[src/rtl/tfs_consts.svh]
// constants for the thermal and fan status register bank
`ifndef TFS_CONSTS_SVH
`define TFS_CONSTS_SVH

// register indices; byte address is four times the index
`define TFS_IDX_THERMAL 10'h050
`define TFS_IDX_FAN 10'h051
`define TFS_IDX_LIMIT 10'h052
`define TFS_IDX_CTRL 10'h053
`define TFS_IDX_ONTIME 10'h054

// thermal status field positions
`define TFS_TH_LOCAL 7
`define TFS_TH_REMOTE1 6
`define TFS_TH_REMOTE2 5
`define TFS_TH_DUTY 4
`define TFS_TH_INPUT 3
`define TFS_TH_DRIVEN 2

// fan status field positions
`define TFS_FAN_STALL1 7
`define TFS_FAN_ALARM 6
`define TFS_FAN_STALL2 5
`define TFS_FAN_ALERT 0

// control register field positions
`define TFS_CTRL_SWRST 0
`define TFS_CTRL_FORCE 1

// reset values
`define TFS_STATUS_RST 8'h00
`define TFS_LIMIT_RST 8'h00
`define TFS_CTRL_RST 8'h00
`define TFS_ONTIME_RST 8'h00

// duty window timing: 256 slots, one sample in each of the first 255
`define TFS_CLK_PERIOD_NS 8
`define TFS_SLOT_NS 1000
`define TFS_SLOT_CYC (`TFS_SLOT_NS / `TFS_CLK_PERIOD_NS)
`define TFS_WIN_SLOTS 256

`endif

[src/rtl/tfs_pkg.sv]
// types shared by the thermal and fan status register bank
package tfs_pkg;

   typedef struct packed {
      logic localTrip;
      logic remote1Trip;
      logic remote2Trip;
   } tfs_trip_t;

   typedef struct packed {
      logic fan1Stall;
      logic fan2Stall;
      logic alarmSpeed;
      logic alertLow;
   } tfs_fan_t;

   typedef enum logic [1:0] {
      TFS_IDLE = 2'b01,
      TFS_ANSWER = 2'b10
   } tfs_apb_state_t;

endpackage : tfs_pkg

[src/rtl/tfs_duty_meter.sv]
// measures overtemp pin on-time over a window and flags duty excess
`timescale 1ns/1ps
`include "tfs_consts.svh"

module tfs_duty_meter #(
   parameter int SLOT_CYC = `TFS_SLOT_CYC
) (
   input wire logic clk,
   input wire logic sys_rst,
   input wire logic clr,
   input wire logic active,
   input wire logic [7:0] limit,
   output logic exceed,
   output logic [7:0] onTime
);

   logic [15:0] slotCnt_q;
   logic [7:0] slotIdx_q;
   logic [8:0] onAcc_q;
   logic slotEnd;

   assign slotEnd = (slotCnt_q == 16'(SLOT_CYC - 1));

   always_ff @(posedge clk) begin
      if (sys_rst || clr || slotEnd) begin
         slotCnt_q <= 16'h0000;
      end else begin
         slotCnt_q <= slotCnt_q + 16'h0001;
      end
   end

   always_ff @(posedge clk) begin
      if (sys_rst || clr) begin
         slotIdx_q <= 8'h00;
         onAcc_q <= 9'h000;
         onTime <= `TFS_ONTIME_RST;
      end else if (slotEnd) begin
         slotIdx_q <= slotIdx_q + 8'h01;
         if (slotIdx_q == 8'(`TFS_WIN_SLOTS - 1)) begin
            onTime <= onAcc_q[8] ? 8'hFF : onAcc_q[7:0];
            onAcc_q <= 9'h000;
         end else if (active) begin
            onAcc_q <= onAcc_q + 9'h001;
         end
      end
   end

   // pulse when on-time first passes the limit; zero limit flags at once
   always_ff @(posedge clk) begin
      if (sys_rst || clr) begin
         exceed <= 1'b0;
      end else begin
         exceed <= (active && limit == 8'h00) ||
                   (active && slotEnd && onAcc_q == {1'b0, limit});
      end
   end

endmodule : tfs_duty_meter

[src/rtl/tfs_status_regs.sv]
// thermal and fan status register bank with an APB slave
//
// Added by the designer: register access over APB.
`timescale 1ns/1ps
`include "tfs_consts.svh"

// Contract
// - thermal status bit 7 shows the local overtemp limit tripped
// - thermal status bit 6 shows the first remote overtemp limit tripped
// - thermal status bit 5 shows the second remote overtemp limit tripped
// - bit 4 sets on pin duty over limit; a read clears it
// - zero duty limit with pin asserted sets bit 4 again at once
// - bit 3 shows the pin pulled low externally, used as input
// - bit 2 shows the device itself driving the pin low
// - fan status bit 7 shows the first fan stalled
// - fan status bit 6 shows fans forced to full speed by alarm
// - fan status bit 5 shows the second fan stalled
// - fan status bit 0 shows the alert output driven low
// - both status registers clear at power-on and on software reset
module tfs_status_regs #(
   parameter int ADDR_W = 12,
   parameter int SLOT_CYC = `TFS_SLOT_CYC
) (
   input wire logic clk,
   input wire logic sys_rst,
   input wire logic psel,
   input wire logic penable,
   input wire logic pwrite,
   input wire logic [ADDR_W-1:0] paddr,
   input wire logic [31:0] pwdata,
   input wire logic [3:0] pstrb,
   output logic pready,
   output logic [31:0] prdata,
   output logic pslverr,
   input wire tfs_pkg::tfs_trip_t trips,
   input wire tfs_pkg::tfs_fan_t fanState,
   input wire logic overtempDriveReq,
   input wire logic overtempPinIn,
   output logic overtempPinOut,
   output logic overtempPinOe
);

   ////////////////////////////////////////////////////////////////////
   // declarations

   tfs_pkg::tfs_apb_state_t state_q;
   logic [7:0] thermalStatus_q;
   logic [7:0] fanAlertStatus_q;
   logic [7:0] overtempDutyLimit_q;
   logic overtempForce_q;
   logic swReset_q;
   logic pinMeta_q;
   logic pinSync_q;
   logic [1:0] oeHist_q;
   logic overtempActive;
   logic overtempDutyExceeded;
   logic [7:0] onTime;
   logic accessDone;
   logic rdThermal;
   logic [9:0] regIdx;
   logic idxMapped;
   logic wrDone;
   logic [31:0] rdData;

   ////////////////////////////////////////////////////////////////////
   // bus decode

   assign regIdx = paddr[11:2];
   assign idxMapped = (paddr[1:0] == 2'b00) &&
                      (regIdx == `TFS_IDX_THERMAL || regIdx == `TFS_IDX_FAN ||
                       regIdx == `TFS_IDX_LIMIT || regIdx == `TFS_IDX_CTRL ||
                       regIdx == `TFS_IDX_ONTIME);
   // edge at which the master samples pready high
   assign accessDone = psel && penable && pready;
   assign wrDone = accessDone && pwrite && idxMapped;
   assign rdThermal = accessDone && !pwrite &&
                      paddr[1:0] == 2'b00 && regIdx == `TFS_IDX_THERMAL;

   always_comb begin
      rdData = 32'h0000_0000;
      if (paddr[1:0] == 2'b00) begin
         unique case (regIdx)
            `TFS_IDX_THERMAL: rdData = {24'h00_0000, thermalStatus_q};
            `TFS_IDX_FAN: rdData = {24'h00_0000, fanAlertStatus_q};
            `TFS_IDX_LIMIT: rdData = {24'h00_0000, overtempDutyLimit_q};
            `TFS_IDX_CTRL: rdData = {30'h0000_0000, overtempForce_q, 1'b0};
            `TFS_IDX_ONTIME: rdData = {24'h00_0000, onTime};
            default: rdData = 32'h0000_0000;
         endcase
      end
   end

   ////////////////////////////////////////////////////////////////////
   // APB answer: one wait state, then pready with data

   always_ff @(posedge clk) begin
      if (sys_rst) begin
         state_q <= tfs_pkg::TFS_IDLE;
         pready <= 1'b0;
         prdata <= 32'h0000_0000;
         pslverr <= 1'b0;
      end else begin
         unique case (state_q)
            tfs_pkg::TFS_IDLE: begin
               pready <= 1'b0;
               pslverr <= 1'b0;
               if (psel && penable) begin
                  state_q <= tfs_pkg::TFS_ANSWER;
                  pready <= 1'b1;
                  prdata <= pwrite ? 32'h0000_0000 : rdData;
                  pslverr <= !idxMapped;
               end
            end
            tfs_pkg::TFS_ANSWER: begin
               state_q <= tfs_pkg::TFS_IDLE;
               pready <= 1'b0;
               pslverr <= 1'b0;
            end
         endcase
      end
   end

   ////////////////////////////////////////////////////////////////////
   // software registers

   always_ff @(posedge clk) begin
      if (sys_rst) begin
         overtempDutyLimit_q <= `TFS_LIMIT_RST;
      end else if (swReset_q) begin
         overtempDutyLimit_q <= `TFS_LIMIT_RST;
      end else if (wrDone && regIdx == `TFS_IDX_LIMIT && pstrb[0]) begin
         overtempDutyLimit_q <= pwdata[7:0];
      end
   end

   // software reset bit clears itself after one cycle
   always_ff @(posedge clk) begin
      if (sys_rst) begin
         swReset_q <= 1'b0;
         overtempForce_q <= 1'b0;
      end else if (wrDone && regIdx == `TFS_IDX_CTRL && pstrb[0]) begin
         swReset_q <= pwdata[`TFS_CTRL_SWRST];
         overtempForce_q <= pwdata[`TFS_CTRL_FORCE];
      end else begin
         swReset_q <= 1'b0;
      end
   end

   ////////////////////////////////////////////////////////////////////
   // overtemp pin: open drain, sampled through two flops

   always_ff @(posedge clk) begin
      if (sys_rst) begin
         pinMeta_q <= 1'b1;
         pinSync_q <= 1'b1;
      end else begin
         pinMeta_q <= overtempPinIn;
         pinSync_q <= pinMeta_q;
      end
   end

   assign overtempActive = !pinSync_q;

   always_ff @(posedge clk) begin
      if (sys_rst) begin
         overtempPinOut <= 1'b0;
         overtempPinOe <= 1'b0;
      end else begin
         overtempPinOut <= 1'b0;
         overtempPinOe <= overtempDriveReq || overtempForce_q;
      end
   end

   // drive history lined up with the two sync flops on the readback
   always_ff @(posedge clk) begin
      if (sys_rst) begin
         oeHist_q <= 2'b00;
      end else begin
         oeHist_q <= {oeHist_q[0], overtempPinOe};
      end
   end

   tfs_duty_meter #(
      .SLOT_CYC(SLOT_CYC)
   ) u_duty (
      .clk(clk),
      .sys_rst(sys_rst),
      .clr(swReset_q),
      .active(overtempActive),
      .limit(overtempDutyLimit_q),
      .exceed(overtempDutyExceeded),
      .onTime(onTime)
   );

   ////////////////////////////////////////////////////////////////////
   // thermal status

   always_ff @(posedge clk) begin
      if (sys_rst || swReset_q) begin
         thermalStatus_q <= `TFS_STATUS_RST;
      end else begin
         thermalStatus_q[`TFS_TH_LOCAL] <= trips.localTrip;
         thermalStatus_q[`TFS_TH_REMOTE1] <= trips.remote1Trip;
         thermalStatus_q[`TFS_TH_REMOTE2] <= trips.remote2Trip;
         // sticky; a new excess beats the clear of a read
         if (overtempDutyExceeded) begin
            thermalStatus_q[`TFS_TH_DUTY] <= 1'b1;
         end else if (rdThermal) begin
            thermalStatus_q[`TFS_TH_DUTY] <= 1'b0;
         end
         // readback lags the drive; a pin we just released is not an external pull
         thermalStatus_q[`TFS_TH_INPUT] <= overtempActive && !overtempPinOe &&
                                           oeHist_q == 2'b00;
         thermalStatus_q[`TFS_TH_DRIVEN] <= overtempPinOe;
         thermalStatus_q[1:0] <= 2'b00;
      end
   end

   ////////////////////////////////////////////////////////////////////
   // fan and alert status

   always_ff @(posedge clk) begin
      if (sys_rst || swReset_q) begin
         fanAlertStatus_q <= `TFS_STATUS_RST;
      end else begin
         fanAlertStatus_q[`TFS_FAN_STALL1] <= fanState.fan1Stall;
         fanAlertStatus_q[`TFS_FAN_ALARM] <= fanState.alarmSpeed;
         fanAlertStatus_q[`TFS_FAN_STALL2] <= fanState.fan2Stall;
         fanAlertStatus_q[`TFS_FAN_ALERT] <= fanState.alertLow;
         fanAlertStatus_q[4:1] <= 4'h0;
      end
   end
endmodule : tfs_status_regs

[config.mk]
export PLATFORM = sky130hd
export DESIGN_NAME = tfs_status_regs
export DESIGN_NICKNAME = d
export VERILOG_FILES = /design/src/rtl/tfs_pkg.sv /design/src/rtl/tfs_duty_meter.sv /design/src/rtl/tfs_status_regs.sv
export VERILOG_INCLUDE_DIRS = /design/src /design/src/rtl
export SDC_FILE = /design/constraint.sdc
export NUM_CORES = 1
export LEC_CHECK = 0
export ABC_AREA = 1
export ABC_CLOCK_PERIOD_IN_PS = 1900
export BUFFER_PORTS_ARGS = -buffer_cell sky130_fd_sc_hd__buf_2
export CELL_PAD_IN_SITES_DETAIL_PLACEMENT = 0
export CELL_PAD_IN_SITES_GLOBAL_PLACEMENT = 2
export CORE_ASPECT_RATIO = 1.5
export CORE_MARGIN = 2
export CORE_UTILIZATION = 30
export CTS_BUF_LIST = sky130_fd_sc_hd__clkbuf_4 sky130_fd_sc_hd__clkbuf_8 sky130_fd_sc_hd__clkbuf_16
export DETAILED_ROUTE_END_ITERATION = 8
export PLACE_DENSITY_LB_ADDON = 0.2
export RECOVER_POWER = 100
export SYNTH_ARGS = -nofsm -noshare
export SYNTH_HDL_FRONTEND = slang
export SYNTH_HIERARCHICAL = 1
export SYNTH_SLANG_ARGS = --single-unit
[constraint.sdc]
create_clock -name clk -period 1.9 [get_ports clk]
set_input_delay 0.095 -clock clk [delete_from_list [all_inputs] [get_ports clk]]
set_output_delay 0.095 -clock clk [all_outputs]
set_load 0.05 [all_outputs]
Word level (Yosys, flattened, before mapping)

Cells that the tools add are included.

Register bits after elaboration: 109
Input port bits: 62
Output and inout bits: 36
Word-level logic and storage cells: 89

Add/sub/neg operators: 3
Equal/unequal tests: 12
Muxes and demuxes: 14
Bitwise gates (word level): 1
Reductions and logical operators: 38

Operator list:

| operator                                                         | number |
|---|---|
| 10-bit by 7-bit == test with 1-bit output, second input constant | 5 |
| 8-bit one-hot mux with 5 select lines                            | 1 |
| 32-bit 2-to-1 mux                                                | 1 |
| 9-bit 2-to-1 mux                                                 | 2 |
| 1-bit logical AND                                                | 17 |
| 16-bit by 1-bit adder with 16-bit output, second input constant  | 1 |
| 16-bit by 7-bit == test with 1-bit output, second input constant | 1 |
| 8-bit 2-to-1 mux                                                 | 2 |
| 9-bit by 1-bit adder with 9-bit output, second input constant    | 1 |
| 9-bit by 8-bit == test with 1-bit output                         | 1 |
| 8-bit by 1-bit adder with 8-bit output, second input constant    | 1 |
| 8-bit == test, second input constant                             | 1 |
| 8-bit zero test                                                  | 1 |
| 1-bit logical OR                                                 | 8 |
| 2-bit AND reduction                                              | 3 |
| 1-bit zero test                                                  | 4 |
| 2-bit zero test                                                  | 2 |
| 1-bit 2-to-1 mux                                                 | 4 |
| 1-bit one-hot mux with 2 select lines                            | 2 |
| 2-bit one-hot mux with 2 select lines                            | 1 |
| 2-bit OR reduction                                               | 2 |
| 2-bit by 1-bit == test with 1-bit output, second input constant  | 1 |
| 2-bit == test, second input constant                             | 1 |
| 2-bit 2-to-1 mux                                                 | 1 |
| 4 further kinds                                                  | 4 |

Longest topological paths before layout

Gate-level depths: netlist of run 1.

Word-level depth: 11
Gate-level depth with buffers: 11
Mapped depth without buffers: 10

By module

Netlist of run 1, hierarchy kept.

Modules (own cells, without submodules):

| module          | times used | cells each | area each (µm²) | seq. area each (µm²) |
|---|---|---|---|---|
| tfs_duty_meter  | 1          | 358        | 2,453.6         | 840.8 |
| tfs_status_regs | 1          | 255        | 1,856.8         | 740.7 |

Worst setup path after synthesis of run 1

No wires, ideal clock.

Path kind: register to register
Start: register pready
End: register overtempDutyLimit_q[0]
Library setup time: 0.113 ns
Data arrival time: 1.313 ns
Data required time: 1.787 ns
Path slack: 0.474 ns
Cell stages (with the launch flop): 7
Path buffers: 1
Period minus slack after synthesis: 1.426 ns
Path through: dfxtp_1 > nand2_1 > nor2_1 > nand3_4 > buf_6 > nor2_1 > nor2_1

Word-level cells in the longest chain between the ends: 5

RTL lines:

| element                        | RTL line               | source |
|---|---|---|
| start, declared                | tfs_status_regs.sv:32  | `output logic pready,` |
| start signal, assigned         | tfs_status_regs.sv:99  | `pready <= 1'b0;` |
| start signal, assigned         | tfs_status_regs.sv:105 | `pready <= 1'b0;` |
| start signal, assigned         | tfs_status_regs.sv:109 | `pready <= 1'b1;` |
| 1-bit logical AND              | tfs_status_regs.sv:74  | `assign accessDone = psel && penable && pready;` |
| 1-bit logical AND (2 in a row) | tfs_status_regs.sv:75  | `assign wrDone = accessDone && pwrite && idxMapped;` |
| 1-bit logical AND (no line)    | -                      |  |
| 1-bit logical AND              | tfs_status_regs.sv:131 | `` end else if (wrDone && regIdx == `TFS_IDX_LIMIT && pstrb[0]) begin `` |
| end signal, assigned           | tfs_status_regs.sv:128 | `` overtempDutyLimit_q <= `TFS_LIMIT_RST; `` |
| end signal, assigned           | tfs_status_regs.sv:130 | `` overtempDutyLimit_q <= `TFS_LIMIT_RST; `` |
| end signal, assigned           | tfs_status_regs.sv:132 | `overtempDutyLimit_q <= pwdata[7:0];` |
| end, declared                  | tfs_status_regs.sv:49  | `logic [7:0] overtempDutyLimit_q;` |

No other way between the ends.
A chain may end at the register's enable or synchronous reset.

Worst setup path in the final report of run 1

Start: input paddr[11]
End: register overtempDutyLimit_q[4]

Word-level cells in the longest chain between the ends: 9
Elaborated cells on any way between the ends: 13
Those cells by class: eq/ne: 5; reduce/logical: 8

RTL lines:

| element                                   | RTL line               | source |
|---|---|---|
| start, declared                           | tfs_status_regs.sv:29  | `input wire logic [ADDR_W-1:0] paddr,` |
| 10-bit by 7-bit == test with 1-bit output | -                      |  |
| 1-bit logical OR (no line) (4 in a row)   | -                      |  |
| 1-bit logical AND                         | tfs_status_regs.sv:69  | `assign idxMapped = (paddr[1:0] == 2'b00) &&` |
| 1-bit logical AND                         | tfs_status_regs.sv:75  |  |
| 1-bit logical AND (no line) (*)           | -                      |  |
| 1-bit logical AND (*)                     | tfs_status_regs.sv:131 |  |

Mark *: on every way between the ends. The rest lies on a longest branch, timed or not.

==> results.txt, run 1 <==
- The flow ran to the end, and the final reports show no timing, DRC or antenna violations.
- Fmax achieved: ~0.59 GHz
- Initial drt markers: about 150
- Met3 WL: 324 µm
* Most frequent standard cell in the layout excluding fill and tap cells: sky130_fd_sc_hd__nand2_1
- Number of cell rows: 53
- Beginning of the worst hold path: pwdata[1]
- Pin count of the biggest net entering global routing: 21
- Total negative slack: 0 ps
- By startpoint and endpoint, the worst setup path is classified as input port to flop.
- Counting flops and latches in the post-synthesis netlist gives around 80.
- Worst slew margin: 53.4%
- Detailed routing inserted a total of 3800 vias.
- Drt total wl: 11000 µm
* Compound-cell area share of the yosys netlist: under 10%
* Startpoint class of the critical path: input port
- The worst hold path terminates at overtempDutyLimit_q[1]$_SDFFE_PP0P_.
- The average instance in the mapped netlist occupies roughly 7.0 µm².
- The highest layer touched by signal routing is met4.
- Share of final-layout standard cells stronger than drive strength 1: 15.4%
- Count of maximum capacitance violations: 0
* Crit Reg-Reg Endpoint: u_duty/onAcc_q[8]$_SDFFE_PP0P_
- Post-CTS Setup Inserts: 0
- Synth warnings: 6
- VDD sags by at most 0.366 mV.
* Die Area: about 15000 µm²
* Post-Synthesis Cell Area: approximately 4300 µm²
- Class of the tightest hold or removal check: input port to flop
- After Yosys synthesis, and, or, nand and nor cells account for ~41% of the synthesized area.
* GRT Util Overall: around 15%
- After Yosys synthesis, full adders, half adders and majority gates account for under 10% of the synthesized area.
- Along the worst path, the maximum fanout reaches 16.
- Across the routed clock network, the largest skew measured is roughly 8.3 ps.
- By area the synthesized netlist is led by sky130_fd_sc_hd__dfxtp_1, sky130_fd_sc_hd__nand2_1, sky130_fd_sc_hd__nor2_1.
* Mux contribution to synthesized area: 0%
- DP HPWL: between 8000 and 9000 µm
- For the pin with the worst max-slew slack, the measured transition is ~700 ps.
* Overflow after GRT: 0
* Clock latency at the later pin of the worst-skew pair: around 340 ps
- Counting instances, the worst hold path has a depth of 3.
* Root Buffer Master: sky130_fd_sc_hd__clkbuf_16
- After synthesis, the largest family of logic cells by area is simple AND/OR/NAND/NOR gates.
* Synth Area in XOR/XNOR: ~1.2%
* Placer Congestion: roughly 0.80
* Number of remaining DRC errors: 0
* Worst EP arrival: 1930 ps
- Sequential elements use 36.7% of the synthesized area.
- Post-route cell area: approximately 5000 µm²
- Path depth of the worst reg2reg path: 8
- Port buffering added 45 buffers.
- Number of gates given a new drive strength after cts: 0
- Reg2Reg Setup Slack: about 210 ps
* Layout filler cell count: approximately 1600
* Diodes inserted: 0
- Per-cell routed wire length: between 10 and 15 µm
* Number of I/O pins: approximately 100
* Via count of the first global-routing pass: 3625
- Critical path startpoint: paddr[11]
- The final number of hold-violating endpoints was 0.
- Clock Sinks: about 80
* Finish-stage setup viols: 0
- No sink is reached through more buffers than the 2 on the longest clock path.
* Leading cell types in the layout, fill and taps excluded: sky130_fd_sc_hd__nand2_1, sky130_fd_sc_hd__nor2_1, sky130_fd_sc_hd__dfxtp_1
- TritonCTS built the clock tree.
* Area share of the leading cell type in the synthesized netlist: between 30 and 40%
* CTS H-tree lvls: 3
* Final ANT Viol Nets: 0
- Cell taking the most area after synthesis: sky130_fd_sc_hd__dfxtp_1
- Count of cell types in the netlist: 40
* Starting density of the core: 30.7%
- STA classifies the critical path endpoint as a flop.
- The pre-antenna-repair detailed-routing pass consisted of 5 iterations.
- Pleak: roughly 2.2 nW
- In this run the cell area measured after placement is around 4600 µm².
- Vias per std cell: 4.35
* Final Max Tran Viols: 0
- Counting the buffers created by CTS gives 9.
- Buffers inserted to repair hold after CTS numbered 15.
- In this run the critical register-to-register path is launched from u_duty/slotCnt_q[0]$_SDFF_PP0_.
- Core area: 14100 µm²
- In this run the power density over the cells is 761 nW/µm².
* Crit share post-route: around nine tenths
* Global-route wire length before repair: around 17000 µm
- The detailed router put a total of roughly 4200 µm of wire on met1.
* Post-Syn Instances: between 600 and 700
* Number of antenna violations at the first check in global routing: 0
- Clock-pin transition on the worst setup and hold timing paths: roughly 70 ps
* Net count reported at finish: between 700 and 800
* Total power: around 3.8 mW
- From bottom edge to top edge, the die measures 151 µm.
* Width of the die: just over 100 µm
- STA puts the critical path data required time at between 2000 and 2500 ps.
* Unrepaired setup endpoints after global routing: no
- Sum of met2 wire segment lengths after detailed routing: between 6000 and 7000 µm
- For the finished layout, the period the worst path requires is 1700 ps.
* Layout overhead on the synthesized area: 16.4%
## metrics by stage
step	hold WS [ps]	setup WS, ps	instances	util (%)
after CTS	6.98	241	873	36.3
after floorplan	199	474	637	-
after global routing	26.6	53.6	873	35.7
after detailed placement	283	266	842	33.0
final	12.8	203	873	35.7
after global placement	279	296	842	33.0
## critical path: stages
cell,delay (ps)
sky130_fd_sc_hd__buf_2,110
sky130_fd_sc_hd__nor2_4,200
sky130_fd_sc_hd__nand2_2,70
sky130_fd_sc_hd__nor2_2,560
sky130_fd_sc_hd__nand2_1,140
sky130_fd_sc_hd__nor2_1,160
sky130_fd_sc_hd__nand3_2,290
sky130_fd_sc_hd__nor2_1,230
sky130_fd_sc_hd__nor2_1,60
## sequential cells by signal (all words and copies together), names as in the netlist
name and cells:
prdata 8, u_duty/slotCnt_q 16, pinSync_q 1, fanAlertStatus_q 4
u_duty/onTime 8, overtempPinOe 1, thermalStatus_q 6, u_duty/exceed 1
u_duty/onAcc_q 9, pslverr 1, overtempForce_q 1, state_q 2
pready 1, swReset_q 1, overtempDutyLimit_q 8, oeHist_q 2
pinMeta_q 1, u_duty/slotIdx_q 8
## per-layer routing
layer  track usage, %  vias to the layer above
li1                 -                     2006
met1             14.4                     1718
met2             29.3                       64
met3             2.22                       12
met4             6.47                        0
met5                0                        -
## synth_stat cells
library cell and count:
sky130_fd_sc_hd__o21ai_0 15, sky130_fd_sc_hd__a21oi_1 31, sky130_fd_sc_hd__dfxtp_1 79, sky130_fd_sc_hd__nand3_1 47, sky130_fd_sc_hd__inv_2 10, sky130_fd_sc_hd__o21ai_1 4
sky130_fd_sc_hd__nand2_2 9, sky130_fd_sc_hd__buf_6 4, sky130_fd_sc_hd__ha_1 4, sky130_fd_sc_hd__nor2_8 5, sky130_fd_sc_hd__nor3_2 8, sky130_fd_sc_hd__nor3_4 1
sky130_fd_sc_hd__nor4_1 2, sky130_fd_sc_hd__nand3_2 1, sky130_fd_sc_hd__nor3_1 11, sky130_fd_sc_hd__inv_1 71, sky130_fd_sc_hd__a21oi_2 1, sky130_fd_sc_hd__clkinv_1 2
sky130_fd_sc_hd__and3_1 1, sky130_fd_sc_hd__nand2_4 2, sky130_fd_sc_hd__nand4_1 14, sky130_fd_sc_hd__nor2_2 7, sky130_fd_sc_hd__buf_1 1, sky130_fd_sc_hd__a211oi_1 1
sky130_fd_sc_hd__conb_1 1, sky130_fd_sc_hd__xnor2_1 3, sky130_fd_sc_hd__nor2_1 92, sky130_fd_sc_hd__clkinv_2 1, sky130_fd_sc_hd__or2_2 3, sky130_fd_sc_hd__buf_2 3
sky130_fd_sc_hd__nand3_4 4, sky130_fd_sc_hd__nand3b_1 1, sky130_fd_sc_hd__nand2_1 129, sky130_fd_sc_hd__o21bai_1 1, sky130_fd_sc_hd__xor2_1 3, sky130_fd_sc_hd__or2_0 2
sky130_fd_sc_hd__buf_4 25, sky130_fd_sc_hd__o21a_1 1, sky130_fd_sc_hd__clkbuf_1 5, sky130_fd_sc_hd__nor2_4 8
## worst max path at each step
stage / slack, ps / cells past startpoint / endpoint
floorplan: 470 / 6 / overtempDutyLimit_q[0]$_SDFFE_PP0P_
global placement: 300 / 10 / u_duty/onAcc_q[5]$_SDFFE_PP0P_
detailed placement: 270 / 9 / u_duty/onTime[2]$_SDFFE_PP0P_
CTS: 240 / 9 / u_duty/onTime[0]$_SDFFE_PP0P_
global route: 50 / 10 / overtempDutyLimit_q[0]$_SDFFE_PP0P_
finish: 200 / 9 / overtempDutyLimit_q[4]$_SDFFE_PP0P_
## area by class of cell
cell class,count,area [µm²],share of cell area (%)
well taps,192,240,4.79
clock buffers,9,225,4.49
inverters,84,317,6.31
repair buffers,66,407,8.10
clock inverters,7,86.3,1.72
multi-input cells,436,2160,43.1
flip-flops and latches,79,1580,31.5
## power breakdown
| group | leakage [nW] | internal [mW] | switching, mW |
|---|---|---|---|
| Combinational | 1.39 | 0.0785 | 0.226 |
| Sequential | 0.641 | 1.68 | 0.0123 |
| Clock | 0.150 | 1.05 | 0.773 |
| Total | 2.18 | 2.81 | 1.01 |
## cells by family after synthesis
logic type / Yosys count
AOI/OAI and AO/OA: 54
xor gates and xnor gates: 6
adders and majority gates: 4
buffers and inverters: 122
DFF: 79
other: 1
and+or+nand+nor: 347
Power figures use the tool's default switching activity.
==> inputs of run 2 (changes only) <==
CORE_UTILIZATION = 29   (was 30)
SYNTH_HIERARCHICAL = not set   (was 1)
==> results.txt, run 2 <==
- Path depth of the worst reg2reg path: 9 (+1)
- The routability-driven placement congestion ratio came to 0.808 (+0.92%).
- The fraction of layout instances using a drive strength above 1 was 13.1% (-2.3 points).
- The buffer count from post-CTS setup fixing came to 0 (unchanged).
- The total congestion overflow is 0 (unchanged).
- The area inside the core boundary was 13500 µm² (-4.2%).
- The die boundary height is 148 µm (-1.9%).
- Flip-flop and latch area: 1580 µm² (unchanged)
- First-pass DRT Iterations: 5 (unchanged)
- Leaving out fill and tap cells, the most frequent cell in the layout is sky130_fd_sc_hd__nand2_1.
- The setup clock skew after layout is 7.50 ps (-0.786 ps).
- Layout filler cell count: 1478 (-7.2%)
- The final period utilization came to 89.4% (+0.14 points).
* Kind of end point of the critical path: flop
* Startpoint class of the critical path: input port
- Among all flip-flop cells after synthesis, the most frequent one is sky130_fd_sc_hd__dfxtp_1.
- The number of unique standard cell types used by synthesis came to 33 (-18%).
- The maximum vdd ir drop came to 0.348 mV (-5.1%).
* DP HPWL: 8120 µm (-4.8%)
- The total wire length after detailed routing was 10600 µm (-3.4%).
* Power per unit of standard cell area: 773 nW/µm² (+1.6%)
* Starting density of the core: 29.7% (-0.94 points)
- The count of antenna diodes in the layout is 0 (unchanged).
- The hold-critical path depth came to 3 (unchanged).
- Basic-gate share of the synthesized area counting and, or, nand and nor cells: 33.9% (-6.8 points)
- The number of nets with antenna violations after detailed routing came to 0 (unchanged).
- The number of max-slew violations in the final report was 0 (unchanged).
- Setup slack of the critical path after layout: 201 ps (-2.59 ps)
* Die Area: 14800 µm² (-3.8%)
- The detailed-route vias per instance came to 4.56 (+4.8%).
- Mux contribution to synthesized area: 0% (unchanged)
* Clock Sinks: 79 (unchanged)
- Count of maximum capacitance violations: 0 (unchanged)
* Leading cell types in the layout, fill and taps excluded: sky130_fd_sc_hd__nand2_1, sky130_fd_sc_hd__dfxtp_1, sky130_fd_sc_hd__inv_1
* Number of remaining DRC errors: 0 (unchanged)
* Synth Area in XOR/XNOR: 3.06% (+1.8 points)
- The worst setup path is of the input port to flop kind.
- Layout overhead on the synthesized area: 19.4%
* Count of endpoints failing hold in the final timing report: 0 (unchanged)
* GRT Util Overall: 14.8% (+0.085 points)
- Class of the tightest hold or removal check: input port to flop
- Average footprint of a synthesized cell: 7.10 µm² (+0.93%)
* Clock-pin transition on the worst setup and hold timing paths: 70 ps (about the same)
- CTS H-tree lvls: 3 (unchanged)
- Multi-input logic area: 1980 µm² (-8.6%)
* Post-Synthesis Cell Area: 4000 µm² (-7.1%)
- The share of synthesized registers carrying an async set or reset is 0% (unchanged).
- Area share of the leading cell type in the synthesized netlist: 39.5% (+2.8 points)
- Most common cell type on the critical path: sky130_fd_sc_hd__nor2_1
- CTS placed an instance of sky130_fd_sc_hd__clkbuf_16 at the clock tree root.
* Net count reported at finish: 701 (-5.5%)
- Setup slack after placement: 177 ps (-89.2 ps)
- The slowest stage of the critical path is the sky130_fd_sc_hd__nor2_1 cell.
- Number of cell rows: 52 (-1.9%)
- Global-route wire length before repair: 17100 µm (-0.64%)
- The largest stage delay on the critical path came to 510 ps (-50 ps).
* Largest registers ranked by flip-flop count: u_duty.slotCnt_q: 16 flops, u_duty.onAcc_q: 9 flops
* Compound-cell area share of the yosys netlist: 9.53% (+3.0 points)
- The final setup violation count was 0 (unchanged).
- The data required time at the worst endpoint was 2180 ps (+50 ps).
- The top-level port count came to 98 (unchanged).
- Max reg flops: 16 (unchanged)
* Largest fanout on the critical path: 9 (-7)
- Unrepaired setup endpoints after global routing: no
- Cell chain of the critical path: clkbuf_2 -> nor2_4 -> nand2_2 -> nor2_1 -> a21oi_2 -> nor2_1 -> nand3_1 -> a21oi_1
- Status: finished, final reports clean
- Number of antenna violations at the first check in global routing: 0 (unchanged)
- By area the synthesized netlist is led by sky130_fd_sc_hd__dfxtp_1, sky130_fd_sc_hd__nand2_1, sky130_fd_sc_hd__nand3_1.
* Combinational family with the most area after synthesis: simple AND/OR/NAND/NOR gates
- Post-synthesis adder-cell area fraction: 1.25% (+0.089 points)
- The achievable clock frequency came to 0.589 GHz (-0.15%).
* Number of flops mapped to enable cells by yosys: 0 (unchanged)
- The total of buffers placed on input and output ports came to 45 (unchanged).
* Pleak: 1.98 nW (-9.4%)
- Synth warnings: 0 (-6)
- The total negative setup slack is 0 ps (unchanged).
- The routed wirelength normalized by instance count is 13.2 µm (+5.2%).
* Total number of vias: 3658 (-3.7%)
- Measured slew at the worst slew-check pin: 724 ps (+26.8 ps)
- Initial drt markers: 122 (-17%)
- Via count of the first global-routing pass: 3607 (-0.50%)
- Sorting the synthesized cells by how often they occur yields sky130_fd_sc_hd__nand2_1, sky130_fd_sc_hd__dfxtp_1, sky130_fd_sc_hd__inv_1.
- Of all cell types, the one taking the most synthesized area is sky130_fd_sc_hd__dfxtp_1.
* Post-Syn Instances: 564 (-8.0%)
- The number of buffers created by CTS was 9 (unchanged).
- Most used standard cell by instance count after synthesis: sky130_fd_sc_hd__nand2_1
- The pin count of the biggest net entering global routing came to 26 (+24%).
* Register name with the most flops: u_duty.slotCnt_q
* Worst EP arrival: 1980 ps (+50 ps)
- The final critical path time including I/O delays and setup came to 1700 ps (+2.59 ps).
- The flop and latch count out of synthesis was 79 (unchanged).
* Post-synthesis sequential area ratio: 39.5% (+2.8 points)
- The die outline width is 99.9 µm (-1.9%).
- The headroom to the max-slew limit was 51.6% (-1.9 points).
- The worst hold slack across all endpoints is 19.0 ps (+6.20 ps).
- Clock tree from TritonCTS: done
- Clock latency at the later pin of the worst-skew pair: 340 ps (about the same)
* Clock tree buffer depth: 2 (unchanged)
==> run 2: cell count changes in the layout (fill, tap and decap cells not counted), sizes merged, moves of 8 or more <==
cell | previous run | this run
o21bai | 1 | 11
inv | 84 | 72
nand2 | 140 | 112
a21oi | 32 | 41
nor2 | 112 | 73
xor2 | 3 | 12
o21ai | 19 | 11
==> run 2: path summary, 6_finish.rpt <==
path	start	endpoint	slack (ps)
hold / removal	pwdata[6]	overtempDutyLimit_q[6]$_SDFFE_PP0P_	20
setup reg to reg	u_duty.slotCnt_q[0]$_SDFF_PP0_	u_duty.onAcc_q[4]$_SDFFE_PP0P_	210
hold reg to reg	pinMeta_q$_SDFF_PP1_	pinSync_q$_SDFF_PP1_	410
setup / recovery	paddr[3]	prdata[5]$_SDFFE_PP0P_	200
==> run 2: what timing repair did <==
item	CTS	global route
hold endpoints to repair	15	0
gates resized for setup	0	0
hold buffers	15	0
==> run 2: layout make-up <==
type	instances	area share, %
Clock buffer	10	5.00
Inverter	70	5.50
Clock inverter	6	1.13
Tap cell	162	4.24
Sequential cell	79	33.1
Timing Repair Buffer	73	9.71
Multi-Input combinational cell	402	41.4
==> run 2: critical path, delay by kind of cell <==
kind                   cells  cell delay (ps)
AO/OA/AOI/OAI              2              240
AND/OR/NAND/NOR            5             1490
buffers and inverters      1              140
==> run 2: cells by family (layout without fill, tap and decap cells) <==
family | after synthesis | in the layout
xor gates and xnor gates | 14 | 14
AOI/OAI and AO/OA | 68 | 68
other | 1 | 25
DFF | 79 | 79
and+or+nand+nor | 291 | 291
adders and majority gates | 4 | 4
buffers and inverters | 107 | 159
==> run 2: layer usage <==
metal	GRT usage (%)	part of all wire, %	vias to the layer above
met5	0	0	-
met4	5.41	1.9	0
met3	3.22	3.0	11
met2	29.3	56	53
met1	14.5	39	1669
li1	-	-	1925
==> run 2: where the power goes <==
group	total [mW]	switching, mW	internal, mW
Combinational	0.309	0.224	0.0841
Sequential	1.70	0.0129	1.68
Clock	1.69	0.751	0.942
Total	3.70	0.988	2.71
==> run 2: metrics by stage <==
stage                     area, µm²  utilization [%]  cells  power (mW)
after global routing           4780             35.5    802        3.86
after floorplan                4090                -    588        1.97
after detailed placement       4390             32.6    771        2.03
after CTS                      4830             35.9    802        3.77
final                          4780             35.5    802        3.70
after global placement         4390             32.6    771        2.02
==> inputs of run 3 (changes only) <==
==> constraint.sdc (replaced) <==
create_clock -name clk -period 1.9 [get_ports clk]
set_input_delay 0.19 -clock clk [delete_from_list [all_inputs] [get_ports clk]]
set_output_delay 0.19 -clock clk [all_outputs]
set_load 0.05 [all_outputs]
==> results.txt, run 3 (same netlist as run 2, synthesis figures left out) <==
- The flow ran to the end, and the final reports show no timing, DRC or antenna violations.
- The TritonCTS sink count was 79 (unchanged).
* Cell chain of the critical path: ha_1 -> nand2_1 -> nor3_4 -> nor2_1 -> nor2_4 -> inv_2 -> nand2_1 -> a21oi_1
- Total net switching power: 0.965 mW (-2.3%)
* Per-cell routed wire length: 13.1 µm (-0.99%)
- The count of maximum capacitance violations is 0 (unchanged).
- The buffer levels on the longest clock path came to 2 (unchanged).
- The total congestion overflow was 0 (unchanged).
- GRT Util Overall: 14.4% (-0.37 points)
* Core area: 13500 µm² (unchanged)
* Clock latency at the later pin of the worst-skew pair: 330 ps (about the same)
* Vias per std cell: 4.61 (+0.98%)
- Top cell family by delay on the critical path: simple AND/OR/NAND/NOR gates
* Final worst clock skew: 7.01 ps (-0.484 ps)
- The number of buffers created by CTS came to 9 (unchanged).
- The pin count of the biggest net entering global routing was 27 (+3.8%).
- From synthesis to final layout, the design area changed by 16.4%.
* Switching share of power: 24.9% (-1.8 points)
* Die Area: 14800 µm² (unchanged)
- Total number of vias: 3611 (-1.3%)
- Number of I/O pins: 98 (unchanged)
- Number of cell rows: 52 (unchanged)
* Quantity of I/O buffers inserted on ports: 45 (unchanged)
- The critical path buffer and inverter count came to 1 (unchanged).
- The die outline width was 99.9 µm (unchanged).
- The final setup violation count is 0 (unchanged).
- The headroom to the max-slew limit was 50.2% (-1.4 points).
* Largest fanout on the critical path: 10 (+1)
- The power density over cell area was 832 nW/µm² (+7.6%).
* Kind of end point of the critical path: flop
- Largest voltage drop on the vdd net: 0.493 mV (+42%)
- The part of the power in the clock network was 49.0% (+3.2 points).
* Final Max Tran Viols: 0 (unchanged)
- First-pass DRT Iterations: 4 (-1)
- The achievable clock frequency was 0.590 GHz (+0.28%).
- In the final layout, the registers with the most flip-flops are u_duty.slotCnt_q: 16 flops, u_duty.onAcc_q: 9 flops.
- The worst setup path is launched from a flop.
* Crit share post-route: 89.2% (-0.25 points)
- The final critical path time including I/O delays and setup is 1690 ps (-4.66 ps).
* Most frequent standard cell in the layout excluding fill and tap cells: sky130_fd_sc_hd__nand2_1
* Via count of the first global-routing pass: 3465 (-3.9%)
- Class of the tightest hold or removal check: input port to flop
* Most common cell type on the critical path: sky130_fd_sc_hd__nand2_1
- Total negative slack: 0 ps (unchanged)
* Post-route core utilization: 34.6% (-0.89 points)
- CTS H-tree lvls: 3 (unchanged)
- Leading cell types in the layout, fill and taps excluded: sky130_fd_sc_hd__nand2_1, sky130_fd_sc_hd__dfxtp_1, sky130_fd_sc_hd__inv_1
- The cell internal power dissipation was 2.91 mW (+7.6%).
- Setup slack after placement: 178 ps (+0.962 ps)
* Drt total wl: 10300 µm (-3.2%)
* Worst EP arrival: 1900 ps (-80 ps)
- The combinational cell fraction of total power is 7.3% (-1.0 points).
- The net count of the finished layout came to 683 (-2.6%).
- Post-CTS Setup Inserts: 0 (unchanged)
* Clock tree from TritonCTS: done
* Measured slew at the worst slew-check pin: 745 ps (+20.6 ps)
- Max reg flops: 16 (unchanged)
* Global-route wire length before repair: 16700 µm (-2.3%)
- Setup slack of the critical path after layout: 205 ps (+4.66 ps)
* Root Buffer Master: sky130_fd_sc_hd__clkbuf_16
- The most critical setup path has its startpoint at u_duty.slotIdx_q[1]$_SDFFE_PP0P_.
- The half-perimeter wire length after placement came to 7960 µm (-2.1%).
- The leakage power summed over all cells was 1.91 nW (-3.1%).
- Setup repair after global routing left no endpoint under its margin.
- Register name with the most flops: u_duty.slotCnt_q
- Among all stages on the critical path, the largest delay is contributed by sky130_fd_sc_hd__dfxtp_1.
- Clock-pin transition on the worst setup and hold timing paths: 70 ps (about the same)
- The proportion of power drawn by flip-flops and latches is 43.7% (-2.2 points).
* Initial drt markers: 91 (-25%)
- Class of the most critical setup path: flop to flop
* Beginning of the worst hold path: overtempPinIn
- Total power: 3.88 mW (+4.9%)
* Count of endpoints failing hold in the final timing report: 0 (unchanged)
- CP Data Required Time: 2110 ps (-70 ps)
* Final ANT Viol Nets: 0 (unchanged)
- The final-layout fill cell count is 1507 (+2.0%).
- Number of antenna violations at the first check in global routing: 0 (unchanged)
- Starting density of the core: 29.7% (unchanged)
- The die boundary height is 148 µm (unchanged).
- Number of remaining DRC errors: 0 (unchanged)
- Placer Congestion: 0.860 (+6.4%)
- The fraction of layout instances using a drive strength above 1 is 13.5% (+0.38 points).
- The largest stage delay on the critical path was 350 ps (-160 ps).
- The count of antenna diodes in the layout is 0 (unchanged).
- Worst reg2reg startpoint: u_duty.slotIdx_q[1]$_SDFFE_PP0P_
run 3: cell count changes in the layout (fill, tap and decap cells not counted), sizes merged:
cell / previous run / this run
bufinv: 0 / 2
dlygate4sd3: 15 / 0
clkinv: 3 / 1
buf: 44 / 42
inv: 72 / 73
clkbuf: 24 / 22
run 3: final cells by class:
cell class	instances	area (µm²)	area share, %
multi-input cells	402	1990	42.8
flip-flops and latches	79	1580	33.9
repair buffers	55	292	6.26
inverters	70	263	5.64
clock buffers	9	225	4.83
well taps	162	203	4.35
clock inverters	7	103	2.20
run 3: path summary, 6_finish.rpt:
check / slack (ps) / cells past startpoint / endpoint
max: 210 / 8 / u_duty.onAcc_q[8]$_SDFFE_PP0P_
min: 40 / 2 / pinMeta_q$_SDFF_PP1_
max reg2reg: 210 / 8 / u_duty.onAcc_q[8]$_SDFFE_PP0P_
min reg2reg: 400 / 1 / thermalStatus_q[3]$_SDFF_PP0_
run 3: power by group through the flow:
stage	registers, mW	logic, mW	clock network (mW)
floorplan	1.74	0.232	0
detailed placement	1.74	0.287	0
global route	1.70	0.310	2.02
global placement	1.73	0.285	0
finish	1.70	0.281	1.90
CTS	1.70	0.288	1.96
run 3: what timing repair did:
action	4_1_cts	5_1_grt
hold buffers	0	0
gates resized for setup	0	1
endpoints found under the setup margin	0	1
run 3: per-stage QoR:
step | hold slack, ps | cell area [µm²] | std cells
6_report | 37.2 | 4660 | 784
5_1_grt | 32.0 | 4660 | 784
4_1_cts | 25.1 | 4690 | 784
3_5_place_dp | 379 | 4370 | 768
3_3_place_gp | 377 | 4370 | 768
2_1_floorplan | 259 | 4090 | 588
run 3: per-layer routing:
layer / routed length [µm] / vias up / global-route usage (%)
met4: 230 / 0 / 5.27
li1: - / 1887 / -
met1: 4030 / 1653 / 15.4
met3: 342 / 12 / 2.74
met2: 5680 / 59 / 27.4
met5: 0 / - / 0
